--- config.mk ---
export PLATFORM = sky130hd
export DESIGN_NAME = vapc_top
export DESIGN_NICKNAME = d
export VERILOG_FILES = /design/src/vapc_pkg.sv /design/src/vapc_tick.sv /design/src/vapc_top.sv
export SDC_FILE = /design/constraint.sdc
export NUM_CORES = 1
export LEC_CHECK = 0
export ABC_AREA = 1
export BUFFER_PORTS_ARGS = -buffer_cell sky130_fd_sc_hd__buf_4
export CAP_MARGIN = 20
export CORE_UTILIZATION = 50
export CTS_CLUSTER_DIAMETER = 120
export DETAILED_ROUTE_END_ITERATION = 16
export PLACE_DENSITY_LB_ADDON = 0.12
export SLEW_MARGIN = 15
export SYNTH_ARGS = -nofsm -noshare
export SYNTH_HDL_FRONTEND = slang
export SYNTH_HIERARCHICAL = 1
export SYNTH_SLANG_ARGS = --single-unit
--- constraint.sdc ---
create_clock -name clock_in -period 1.3 [get_ports clock_in]
set_input_delay 0.195 -clock clock_in [delete_from_list [all_inputs] [get_ports clock_in]]
set_output_delay 0.195 -clock clock_in [all_outputs]
set_load 0.02 [all_outputs]
--- src/vapc_pkg.sv ---
// Purpose: constants for voice activity power control
// Assumes: byte-wide register port after the I2C control front end
// Notes:   one name per offset, field, reset value and timing count
// Functional notes
// policy 0 host only, 1 detector both ways
// policy 2 detector up, 3 detector down
// two-bit channel select, reset selects channel 2
// clock source internal, bit or master clock
// source code 3 uses custom clock tick
// declared external rate must match supplied clock
// pin carries interrupt when enabled, not recording
// detection during recording only when bit set
// host writes reset values into reserved bits
// detection runs only while global enable set
// config registers reachable only on page 1
// interrupt on activity onset drives auto power
package vapc_pkg;
  localparam logic [7:0] VAPC_PAGE_OFS   = 8'h00;
  localparam logic [7:0] VAPC_CFG_A_OFS  = 8'h1E;
  localparam logic [7:0] VAPC_CFG_B_OFS  = 8'h1F;
  localparam logic [7:0] VAPC_CFG_PAGE   = 8'h01;
  localparam logic [7:0] VAPC_PAGE_RST   = 8'h00;
  localparam logic [7:0] VAPC_CFG_A_RST  = 8'h20;
  localparam logic [7:0] VAPC_CFG_B_RST  = 8'h08;
  localparam logic [7:0] VAPC_CFG_B_WMSK = 8'hD8;
  localparam logic [7:0] VAPC_UNMAPPED   = 8'h00;
  // field positions (low bit of each field)
  localparam int VAPC_POLICY_LSB = 6;
  localparam int VAPC_CHSEL_LSB  = 4;
  localparam int VAPC_CLKSRC_LSB = 2;
  localparam int VAPC_RATE_LSB   = 0;
  localparam int VAPC_PINIRQ_BIT = 6;
  localparam int VAPC_DWR_BIT    = 3;
  // timing: detector tick near the lowest declared rate
  localparam int VAPC_CLK_KHZ    = 250000;
  localparam int VAPC_DET_KHZ    = 3072;
  localparam int VAPC_OSC_DIV    = VAPC_CLK_KHZ / VAPC_DET_KHZ;
  typedef enum logic [1:0] {
    VAPC_POL_HOST = 2'h0, VAPC_POL_AUTO = 2'h1,
    VAPC_POL_UP   = 2'h2, VAPC_POL_DOWN = 2'h3
  } vapc_policy_t;
  typedef enum logic [1:0] {
    VAPC_SRC_OSC = 2'h0, VAPC_SRC_BCLK = 2'h1,
    VAPC_SRC_MCLK = 2'h2, VAPC_SRC_CUSTOM = 2'h3
  } vapc_src_t;
  typedef enum logic {VAPC_PWR_OFF = 1'b0, VAPC_PWR_ON = 1'b1} vapc_pwr_t;
  // external edges per detector tick for each declared rate
  function automatic logic [2:0] vapc_ext_div(input logic [1:0] rate);
    case (rate)
      2'h0:    vapc_ext_div = 3'h1;
      2'h1:    vapc_ext_div = 3'h2;
      2'h2:    vapc_ext_div = 3'h4;
      default: vapc_ext_div = 3'h6;
    endcase
  endfunction
endpackage

--- src/vapc_tick.sv ---
// Purpose: detector tick enable from the selected clock source
// Assumes: bit and master clock inputs are synchronous samples
// Notes:   external edges are divided to a common detector rate
`timescale 1ns/10ps
`default_nettype none
module vapc_tick #(
  parameter int OSC_DIV = vapc_pkg::VAPC_OSC_DIV
) (
  // clock and reset
  input  wire logic             clock_in,
  input  wire logic             nrst_in,
  // source selection
  input  wire vapc_pkg::vapc_src_t src_in,
  input  wire logic [1:0]       rate_in,
  // clock sources
  input  wire logic             bclk_in,
  input  wire logic             mclk_in,
  input  wire logic             custom_tick_in,
  // tick out
  output logic                  tick_out
);
  import vapc_pkg::*;
  initial if (OSC_DIV < 2 || OSC_DIV > 255)
    $error("OSC_DIV out of range");
  typedef struct packed {
    logic [7:0] osc_cnt;
    logic [2:0] edge_cnt;
    logic       ext_prev;
    logic       tick;
  } vapc_tick_st_t;
  vapc_tick_st_t st_reg, st_next;
  logic ext_lvl;

  // pick source, divide, produce one-cycle tick
  always_comb begin
    st_next = st_reg;
    st_next.tick = 1'b0;
    ext_lvl = (src_in == VAPC_SRC_MCLK) ? mclk_in : bclk_in;
    st_next.ext_prev = ext_lvl;
    unique case (src_in)
      VAPC_SRC_OSC: begin
        if (st_reg.osc_cnt == 8'(OSC_DIV - 1)) begin
          st_next.osc_cnt = 8'h00;
          st_next.tick = 1'b1;
        end else begin
          st_next.osc_cnt = st_reg.osc_cnt + 8'h01;
        end
      end
      VAPC_SRC_BCLK, VAPC_SRC_MCLK: begin
        if (ext_lvl && !st_reg.ext_prev) begin
          if (st_reg.edge_cnt >= vapc_ext_div(rate_in) - 3'h1) begin
            st_next.edge_cnt = 3'h0;
            st_next.tick = 1'b1;
          end else begin
            st_next.edge_cnt = st_reg.edge_cnt + 3'h1;
          end
        end
      end
      VAPC_SRC_CUSTOM: st_next.tick = custom_tick_in;
    endcase
  end

  // state register
  always_ff @(posedge clock_in or negedge nrst_in) begin
    if (!nrst_in) begin
      st_reg <= '0;
    end else begin
      st_reg <= st_next;
    end
  end
  assign tick_out = st_reg.tick;
endmodule // vapc_tick
`default_nettype wire

--- src/vapc_top.sv ---
// Purpose: voice activity detector configuration and power control
// Assumes: register port is the decoded side of the I2C control port
// Notes:   reads answer one cycle after the strobe, unmapped read 0x00
`timescale 1ns/10ps
`default_nettype none
module vapc_top #(
  parameter int NUM_CH  = 4,
  parameter int OSC_DIV = vapc_pkg::VAPC_OSC_DIV
) (
  // clock and reset
  input  wire logic              clock_in,
  input  wire logic              nrst_in,
  // register port
  input  wire logic              reg_wr_in,
  input  wire logic              reg_rd_in,
  input  wire logic [7:0]        reg_addr_in,
  input  wire logic [7:0]        reg_wdata_in,
  output logic [7:0]             reg_rdata_out,
  output logic                   reg_rdvalid_out,
  // detector context
  input  wire logic              detector_global_enable_in,
  input  wire logic [NUM_CH-1:0] ch_activity_in,
  input  wire logic              recording_in,
  input  wire logic              host_power_up_in,
  input  wire logic              host_power_down_in,
  // clock sources
  input  wire logic              bclk_in,
  input  wire logic              mclk_in,
  input  wire logic              custom_tick_in,
  // results
  output logic                   channel_power_out,
  output logic                   detector_irq_out,
  output logic                   serial_data_out_pin_out,
  output logic                   serial_data_out_pin_oe_n_out
);
  import vapc_pkg::*;
  initial if (NUM_CH != 4) $error("NUM_CH must be 4");

  typedef struct packed {
    logic [7:0] page;
    logic [7:0] cfg_a;
    logic [7:0] cfg_b;
    logic [7:0] rdata;
    logic       rdvalid;
    logic       act_prev;
    vapc_pwr_t  pwr;
    logic       irq;
    logic       pin;
    logic       pin_oe_n;
  } vapc_st_t;
  vapc_st_t st_reg, st_next;

  logic         tick;
  vapc_policy_t policy;
  vapc_src_t    src;
  logic [1:0]   chsel;
  logic         run, sel_act, onset, release_ev;
  logic         auto_up, auto_down, host_up, host_down;

  // detector clock tick from the selected source
  vapc_tick #(.OSC_DIV(OSC_DIV)) u_tick (
    .clock_in      (clock_in),
    .nrst_in       (nrst_in),
    .src_in        (src),
    .rate_in       (st_reg.cfg_a[VAPC_RATE_LSB +: 2]),
    .bclk_in       (bclk_in),
    .mclk_in       (mclk_in),
    .custom_tick_in(custom_tick_in),
    .tick_out      (tick)
  );

  // field decode
  always_comb begin
    policy = vapc_policy_t'(st_reg.cfg_a[VAPC_POLICY_LSB +: 2]);
    src    = vapc_src_t'(st_reg.cfg_a[VAPC_CLKSRC_LSB +: 2]);
    chsel  = st_reg.cfg_a[VAPC_CHSEL_LSB +: 2];
    sel_act = ch_activity_in[chsel];
    run = detector_global_enable_in &&
          (!recording_in || st_reg.cfg_b[VAPC_DWR_BIT]);
    onset      = tick && run && sel_act && !st_reg.act_prev;
    release_ev = tick && run && !sel_act && st_reg.act_prev;
    auto_up    = policy == VAPC_POL_AUTO || policy == VAPC_POL_UP;
    auto_down  = policy == VAPC_POL_AUTO || policy == VAPC_POL_DOWN;
    host_up    = policy == VAPC_POL_HOST || policy == VAPC_POL_DOWN;
    host_down  = policy == VAPC_POL_HOST || policy == VAPC_POL_UP;
  end

  // next state: registers, detector, power and pin
  always_comb begin
    st_next = st_reg;
    st_next.rdvalid = reg_rd_in;
    // register writes, page register on every page
    if (reg_wr_in) begin
      if (reg_addr_in == VAPC_PAGE_OFS) begin
        st_next.page = reg_wdata_in;
      end else if (st_reg.page == VAPC_CFG_PAGE) begin
        if (reg_addr_in == VAPC_CFG_A_OFS) begin
          st_next.cfg_a = reg_wdata_in;
        end else if (reg_addr_in == VAPC_CFG_B_OFS) begin
          st_next.cfg_b = reg_wdata_in & VAPC_CFG_B_WMSK;
        end
      end
    end
    // register reads, answered one cycle later
    st_next.rdata = VAPC_UNMAPPED;
    if (reg_rd_in) begin
      if (reg_addr_in == VAPC_PAGE_OFS) begin
        st_next.rdata = st_reg.page;
      end else if (st_reg.page == VAPC_CFG_PAGE) begin
        if (reg_addr_in == VAPC_CFG_A_OFS) begin
          st_next.rdata = st_reg.cfg_a;
        end else if (reg_addr_in == VAPC_CFG_B_OFS) begin
          st_next.rdata = st_reg.cfg_b;
        end
      end
    end
    // activity history, cleared while suspended
    if (!run) begin
      st_next.act_prev = 1'b0;
    end else if (tick) begin
      st_next.act_prev = sel_act;
    end
    st_next.irq = onset || release_ev;
    // power transitions, power-up wins a same-cycle conflict
    if ((onset && auto_up) || (host_power_up_in && host_up)) begin
      st_next.pwr = VAPC_PWR_ON;
    end else if ((release_ev && auto_down) ||
                 (host_power_down_in && host_down)) begin
      st_next.pwr = VAPC_PWR_OFF;
    end
    // output pin carries the interrupt while not recording
    st_next.pin_oe_n = !(st_reg.cfg_b[VAPC_PINIRQ_BIT] &&
                         !recording_in);
    st_next.pin = !st_next.pin_oe_n && st_next.irq;
  end

  // state register
  always_ff @(posedge clock_in or negedge nrst_in) begin
    if (!nrst_in) begin
      st_reg          <= '0;
      st_reg.page     <= VAPC_PAGE_RST;
      st_reg.cfg_a    <= VAPC_CFG_A_RST;
      st_reg.cfg_b    <= VAPC_CFG_B_RST;
      st_reg.pwr      <= VAPC_PWR_OFF;
      st_reg.pin_oe_n <= 1'b1;
    end else begin
      st_reg <= st_next;
    end
  end

  assign reg_rdata_out                = st_reg.rdata;
  assign reg_rdvalid_out              = st_reg.rdvalid;
  assign channel_power_out            = st_reg.pwr;
  assign detector_irq_out             = st_reg.irq;
  assign serial_data_out_pin_out      = st_reg.pin;
  assign serial_data_out_pin_oe_n_out = st_reg.pin_oe_n;
endmodule // vapc_top
`default_nettype wire

==> results.sh, run 1 <==
export IMPL_outcome="finished with violations"
export IMPL_violations="setup timing"
export IMPL_fin_ws_ps=-129
export IMPL_critical_path_class="reg2reg"
export IMPL_p_int_mw=2.76
export IMPL_worstPathArrival_ps=1620
export IMPL_die_area_um2=5420
export IMPL_comb_power_share_pct=22.9
export IMPL_hold_depth=1
export IMPL_cts_root_buf="clkbuf_8"
export IMPL_reg2reg_slack_ps=-130
export IMPL_power_density_nw_per_um2=1110
export IMPL_max_vdd_ir_drop_uv=748
export IMPL_io_pins=44
export IMPL_p_leak_nw=1.76
export IMPL_vias=2134
export IMPL_hold_viol_final=0
export IMPL_start_util_pct=53.2
export IMPL_placementRows=25
export IMPL_clk_latency_ps=300
export IMPL_finalClockSkew_ps=5.50
export IMPL_yosys_area_top_type_share_pct=42.9
export IMPL_cts_max_level=2
export IMPL_drc=0
export IMPL_grt_setup_unrepaired="yes"
export IMPL_setup_tns_ps=-1750
export IMPL_grt_antenna_before_repair=0
export IMPL_port_buffers=43
export IMPL_grtUsageTotal_pct=22.6
export IMPL_fin_crit_sh_pct=110
export IMPL_n_antenna_cell=0
export IMPL_holdWs_ps=51.1
export IMPL_avgViaCountPerCell=4.84
export IMPL_gr_total_overflow=0
export IMPL_core_area_um2=4820
export IMPL_synth_seq_cells=47
export IMPL_r2r_cells=8
export IMPL_syn_area_per_cell_um2=8.52
export IMPL_netlist_instances=301
export IMPL_worstSetupStartpointType="flip-flop"
export IMPL_die_h_um=73.6
export IMPL_drtIter0Drc=52
export IMPL_final_common_cell="buf_4"
export IMPL_synthTopCellsByArea="dfrtp_1, nand2_1, inv_1, ha_1, nand3_1"
export IMPL_p_switching_mw=1.08
export IMPL_hold_path_class="in2reg"
export IMPL_worst_pin_slew_ps=593
export IMPL_yosysWarningCount=6
export IMPL_cts_sinks=47
export IMPL_setup_viol=20
export IMPL_post_place_ws_ps=-104
export IMPL_hpwl_um=3820
export IMPL_clock_tree_buffer_depth=2
export IMPL_first_pass_iters=4
export IMPL_totalWireLength_um=5480
export IMPL_clkSlewWorstSetupHoldPaths_ps=90
export IMPL_final_core_util_pct=71.9
export IMPL_synth_distinct_cells=28
export IMPL_swShare_pct=28.1
export IMPL_ant_nets=0
export IMPL_cp_max_fo=8
export IMPL_grt_pass1_wl_um=9260
export IMPL_syn_nets=346
export IMPL_clock_fmax_ghz=0.700
export IMPL_pwr_share_clk_pct=32.9
export IMPL_cp_end_kind="flip-flop"
export IMPL_most_common_layout_cells="buf_4, nand2_1, inv_1, dfrtp_1, nand2_2"
export IMPL_syn_cell_area_um2=2560
export IMPL_grt_pass1_vias=2159
export IMPL_finalPower_mw=3.84
export IMPL_largest_register_ff_count=15
export IMPL_place_congestion=0.794
export IMPL_yosysSeqAreaShare_pct=46.0
export IMPL_die_w_um=73.6
export IMPL_max_slew_margin_pct=60.5
export IMPL_nNetsFinal=418
export IMPL_power_frac_seq_pct=44.1
export IMPL_final_max_slew_violation_count=0
export IMPL_cts_buffers=5
export IMPL_drv_cap=0
export IMPL_fin_crit_ps=1430
export IMPL_drive_above_1_share_pct=41.7
export IMPL_grt_start_max_net_pins=48
export IMPL_area_delta_synth_final_pct=35.1
export IMPL_routedWlPerCell_um=12.4
export IMPL_cts_tree="built"
export IMPL_yosys_area_top_type="dfrtp_1"
export IMPL_crit_required_ps=1490
-- worst max-delay path, stage by stage, from the launching register on --
cell	delay, ps
dfrtp_1	390
inv_1	70
nand2_2	70
nor2_2	140
nand2_2	110
nor2_8	190
nand3_4	190
nand2_2	120
o21ai_2	50
-- through the flow --
step                      area, um^2  cells
after floorplan                 2580    301
after CTS                       3330    437
after global placement          3090    426
final                           3460    441
after global routing            3460    441
after detailed placement        3090    426
-- cell families (layout without fill, tap and decap cells) --
kind of cell               count (synthesis)  in the layout  share of synthesized area, %
xor gates and xnor gates                   3              3                          1.03
AOI/OAI and AO/OA                         39             39                          9.08
DFF                                       47             47                          46.0
adders and majority gates                 14             14                          6.83
and+or+nand+nor                          138            139                          26.2
buffers and inverters                     60            132                          10.8
-- cell type report --
class | count | area (um^2)
timing repair buffer | 75 | 573
sequential | 47 | 1180
fill | 397 | 1350
clock buffer | 5 | 68.8
clock inverter | 3 | 67.6
inverter | 49 | 184
multi-input combinational | 195 | 1310
tap | 67 | 83.8
-- power by group through the flow --
stage	sequential (mW)	combinational (mW)	clock (mW)
after global placement	1.72	0.776	0
after global routing	1.72	1.00	1.35
final	1.70	0.880	1.27
after floorplan	1.72	0.489	0
after detailed placement	1.72	0.806	0
after CTS	1.70	0.820	1.29
-- cells in the mapped netlist --
library cell / number
o21bai_1: 1
nand3_4: 1
inv_1: 48
o21ai_0: 6
nor2_8: 2
a21oi_1: 10
nand2_2: 6
nor2_4: 2
or2_2: 1
dfrtp_1: 44
nand3b_1: 3
nor2_1: 9
nand3_1: 25
a21boi_0: 1
nor3_1: 1
nand4_1: 6
ha_1: 14
o21ai_1: 12
nand3_2: 1
o31ai_1: 1
o21ai_2: 8
nand2_1: 77
buf_6: 3
dfstp_2: 3
inv_2: 1
buf_4: 8
nor2_2: 4
xor2_1: 3
-- final timing paths --
| path | end | startpoint |
|---|---|---|
| min reg2reg | st_reg[4]$_DFFE_PN0P_ | u_tick/tick_out$_DFF_PN0_ |
| max in group asynchronous | chsel[0]$_DFFE_PN0P_ | nrst_in |
| min | reg_rdvalid_out$_DFF_PN0_ | reg_rd_in |
| min in group asynchronous | u_tick/st_reg[11]$_DFFE_PN0N_ | nrst_in |
| max | st_reg[22]$_DFFE_PN0P_ | st_reg[36]$_DFFE_PN0P_ |
| max reg2reg | st_reg[22]$_DFFE_PN0P_ | st_reg[36]$_DFFE_PN0P_ |
-- what timing repair did --
| item | 4_1_cts | 5_1_grt |
|---|---|---|
| hold endpoints to repair | 44 | 0 |
| setup buffers | 1 | 4 |
| gates resized for setup | 21 | 31 |
| hold buffers | 1 | 0 |
| pin swaps | 12 | 22 |
| cloned | 1 | 0 |
| setup endpoints to repair | 18 | 31 |
-- layer usage --
metal | global-route usage [%] | part of all wire (%) | vias up
met5 | 0 | 0 | -
met4 | 6.41 | 0.53 | 0
met3 | 5.08 | 4.3 | 2
met2 | 39.7 | 51 | 45
met1 | 27.9 | 44 | 1000
li1 | - | - | 1087
No activity file was read; power rests on OpenSTA's default activity.
==> run 2: changes to the inputs <==
--- a/config.mk
+++ b/config.mk
@@ -9,9 +9,8 @@
 export BUFFER_PORTS_ARGS = -buffer_cell sky130_fd_sc_hd__buf_4
 export CAP_MARGIN = 20
 export CORE_UTILIZATION = 50
-export CTS_CLUSTER_DIAMETER = 120
 export DETAILED_ROUTE_END_ITERATION = 16
-export PLACE_DENSITY_LB_ADDON = 0.12
+export PLACE_DENSITY = 0.75
 export SLEW_MARGIN = 15
 export SYNTH_ARGS = -nofsm -noshare
 export SYNTH_HDL_FRONTEND = slang
==> run 2 against run 1 <==
  * The flow still finishes with violations (setup timing)
  * Global-route usage decreased by 1.6 points
  * Clock-buffer cell count is 2 higher
  * Non-clock buffer count unchanged
==> results.sh, run 2 (same netlist as run 1, synthesis figures left out) <==
export IMPL_outcome="finished with violations"
export IMPL_violations="setup timing"
export IMPL_n_antenna_cell=0
export IMPL_stdcell_area_um2=3390
export IMPL_most_common_layout_cells="buf_4, nand2_1, dfrtp_1, inv_1, nand2_2"
export IMPL_cts_buffers=5
export IMPL_fin_crit_sh_pct=108
export IMPL_grt_start_max_net_pins=48
export IMPL_post_place_ws_ps=-112
export IMPL_grt_antenna_before_repair=0
export IMPL_routedWlPerCell_um=12.0
export IMPL_clock_tree_buffer_depth=2
export IMPL_die_h_um=73.6
export IMPL_hold_path_class="in2reg"
export IMPL_power_frac_seq_pct=51.3
export IMPL_r2r_start="st_reg[36]$_DFFE_PN0P_"
export IMPL_drive_above_1_share_pct=39.8
export IMPL_die_w_um=73.6
export IMPL_grt_pass1_wl_um=8550
export IMPL_clk_latency_ps=300
export IMPL_cts_root_buf="clkbuf_8"
export IMPL_grt_util_met2_pct=36.6
export IMPL_placedCellCount=423
export IMPL_cp_max_fo=7
export IMPL_max_slew_margin_pct=60.4
export IMPL_vias=2137
export IMPL_nNetsFinal=418
export IMPL_swShare_pct=30.2
export IMPL_fin_crit_ps=1400
export IMPL_io_pins=44
export IMPL_largest_register_ff_count=15
export IMPL_drtIter0Drc=88
export IMPL_p_leak_nw=1.72
export IMPL_totalWireLength_um=5300
export IMPL_worstSetupStartpointType="flip-flop"
export IMPL_gr_total_overflow=0
export IMPL_cts_max_level=2
export IMPL_worstHoldStart="reg_rd_in"
export IMPL_power_density_nw_per_um2=981
export IMPL_hold_viol_final=0
export IMPL_first_pass_iters=4
export IMPL_cts_tree="built"
export IMPL_start_util_pct=53.2
export IMPL_cp_end_kind="flip-flop"
export IMPL_port_buffers=43
export IMPL_grt_use_met1_pct=26.3
export IMPL_use_met3_pct=3.29
export IMPL_avgViaCountPerCell=4.85
export IMPL_dpl_instance_area_um2=3060
export IMPL_die_area_um2=5420
export IMPL_final_common_cell="buf_4"
export IMPL_place_congestion=0.786
export IMPL_grt_pass1_vias=2012
export IMPL_cts_sinks=47
export IMPL_core_area_um2=4820
export IMPL_stdcell_count=441
export IMPL_grt_setup_unrepaired="yes"
export IMPL_area_delta_synth_final_pct=32.1
export IMPL_max_vdd_ir_drop_uv=511
export IMPL_grtUsageTotal_pct=21.0
export IMPL_final_max_slew_violation_count=0
export IMPL_ant_nets=0
export IMPL_hpwl_um=3710
export IMPL_worst_pin_slew_ps=594
export IMPL_clkSlewWorstSetupHoldPaths_ps=80
export IMPL_drv_cap=0
export IMPL_clock_fmax_ghz=0.715
export IMPL_finalClockSkew_ps=5.10
export IMPL_comb_power_share_pct=23.4
export IMPL_placementRows=25
export IMPL_fin_ws_ps=-98.8
export IMPL_busiest_layer="met2"
export IMPL_setup_viol=19
export IMPL_crit_start="st_reg[36]$_DFFE_PN0P_"
export IMPL_p_int_mw=2.32
export IMPL_crit_required_ps=1540
export IMPL_drc=0
export IMPL_finalPower_mw=3.32
export IMPL_pwr_share_clk_pct=25.2
export IMPL_fillers=385
export IMPL_critical_path_class="reg2reg"
export IMPL_worstPathArrival_ps=1640
export IMPL_p_switching_mw=1.00
## run 2: critical path, stage by stage (launching register included)
cell,delay (ps)
dfrtp_1,380
inv_1,50
nand2_1,60
nor2_2,130
nand2_2,110
nor2_8,190
buf_8,160
nand3_4,70
nand3_2,80
nand2_1,50
inv_1,60
## run 2: final cells by class
type                       count  area, um^2  share of cell area, %
tap                           67        83.8                   2.48
sequential                    47        1180                   34.8
inverter                      49         184                   5.43
timing repair buffer          75         577                   17.0
clock buffer                   7        76.3                   2.25
clock inverter                 1        5.00                  0.148
multi-input combinational    195        1280                   37.8
## run 2: metrics by stage
stage | TNS (ps) | hold WS [ps] | util [%]
floorplan | -161 | -101 | -
global placement | -589 | 240 | 63.6
detailed placement | -1050 | 237 | 63.6
CTS | -386 | 39.7 | 67.9
global route | -3090 | 35.9 | 70.3
finish | -1090 | 50.0 | 70.3
## run 2: what timing repair did
action                                  4_1_cts  5_1_grt
gates resized for setup                      22       24
endpoints found under the setup margin       18       29
hold endpoints to repair                     44        0
setup buffers                                 3        5
pin swaps                                    11       13
hold buffers                                  1        0
gates cloned                                  1        0
## run 2: power groups by stage
stage          logic (mW)  registers, mW  clock network [mW]
6_report            0.778           1.71               0.838
5_1_grt             0.896           1.72               0.932
3_5_place_dp        0.744           1.73                   0
4_1_cts             0.763           1.70               0.874
2_1_floorplan       0.489           1.72                   0
3_3_place_gp        0.726           1.73                   0
## run 2: metal layers
layer,share of wire (%),wire length (um),vias up
met3,3.3,174,7
met2,51,2690,40
met4,1.4,74,0
li1,-,-,1091
met1,45,2360,999
met5,0,0,-
## run 2: final timing paths
check / to / slack (ps) / cells after the start
min in group asynchronous: u_tick/st_reg[7]$_DFFE_PN0N_ / 440 / 2
setup reg to reg: reg_rdata_out[3]$_DFF_PN0_ / -100 / 10
hold / removal: reg_rdvalid_out$_DFF_PN0_ / 50 / 1
hold reg to reg: serial_data_out_pin_oe_n_out$_DFF_PN1_ / 480 / 1
setup / recovery: reg_rdata_out[3]$_DFF_PN0_ / -100 / 10
max in group asynchronous: st_reg[35]$_DFFE_PN0P_ / 460 / 2
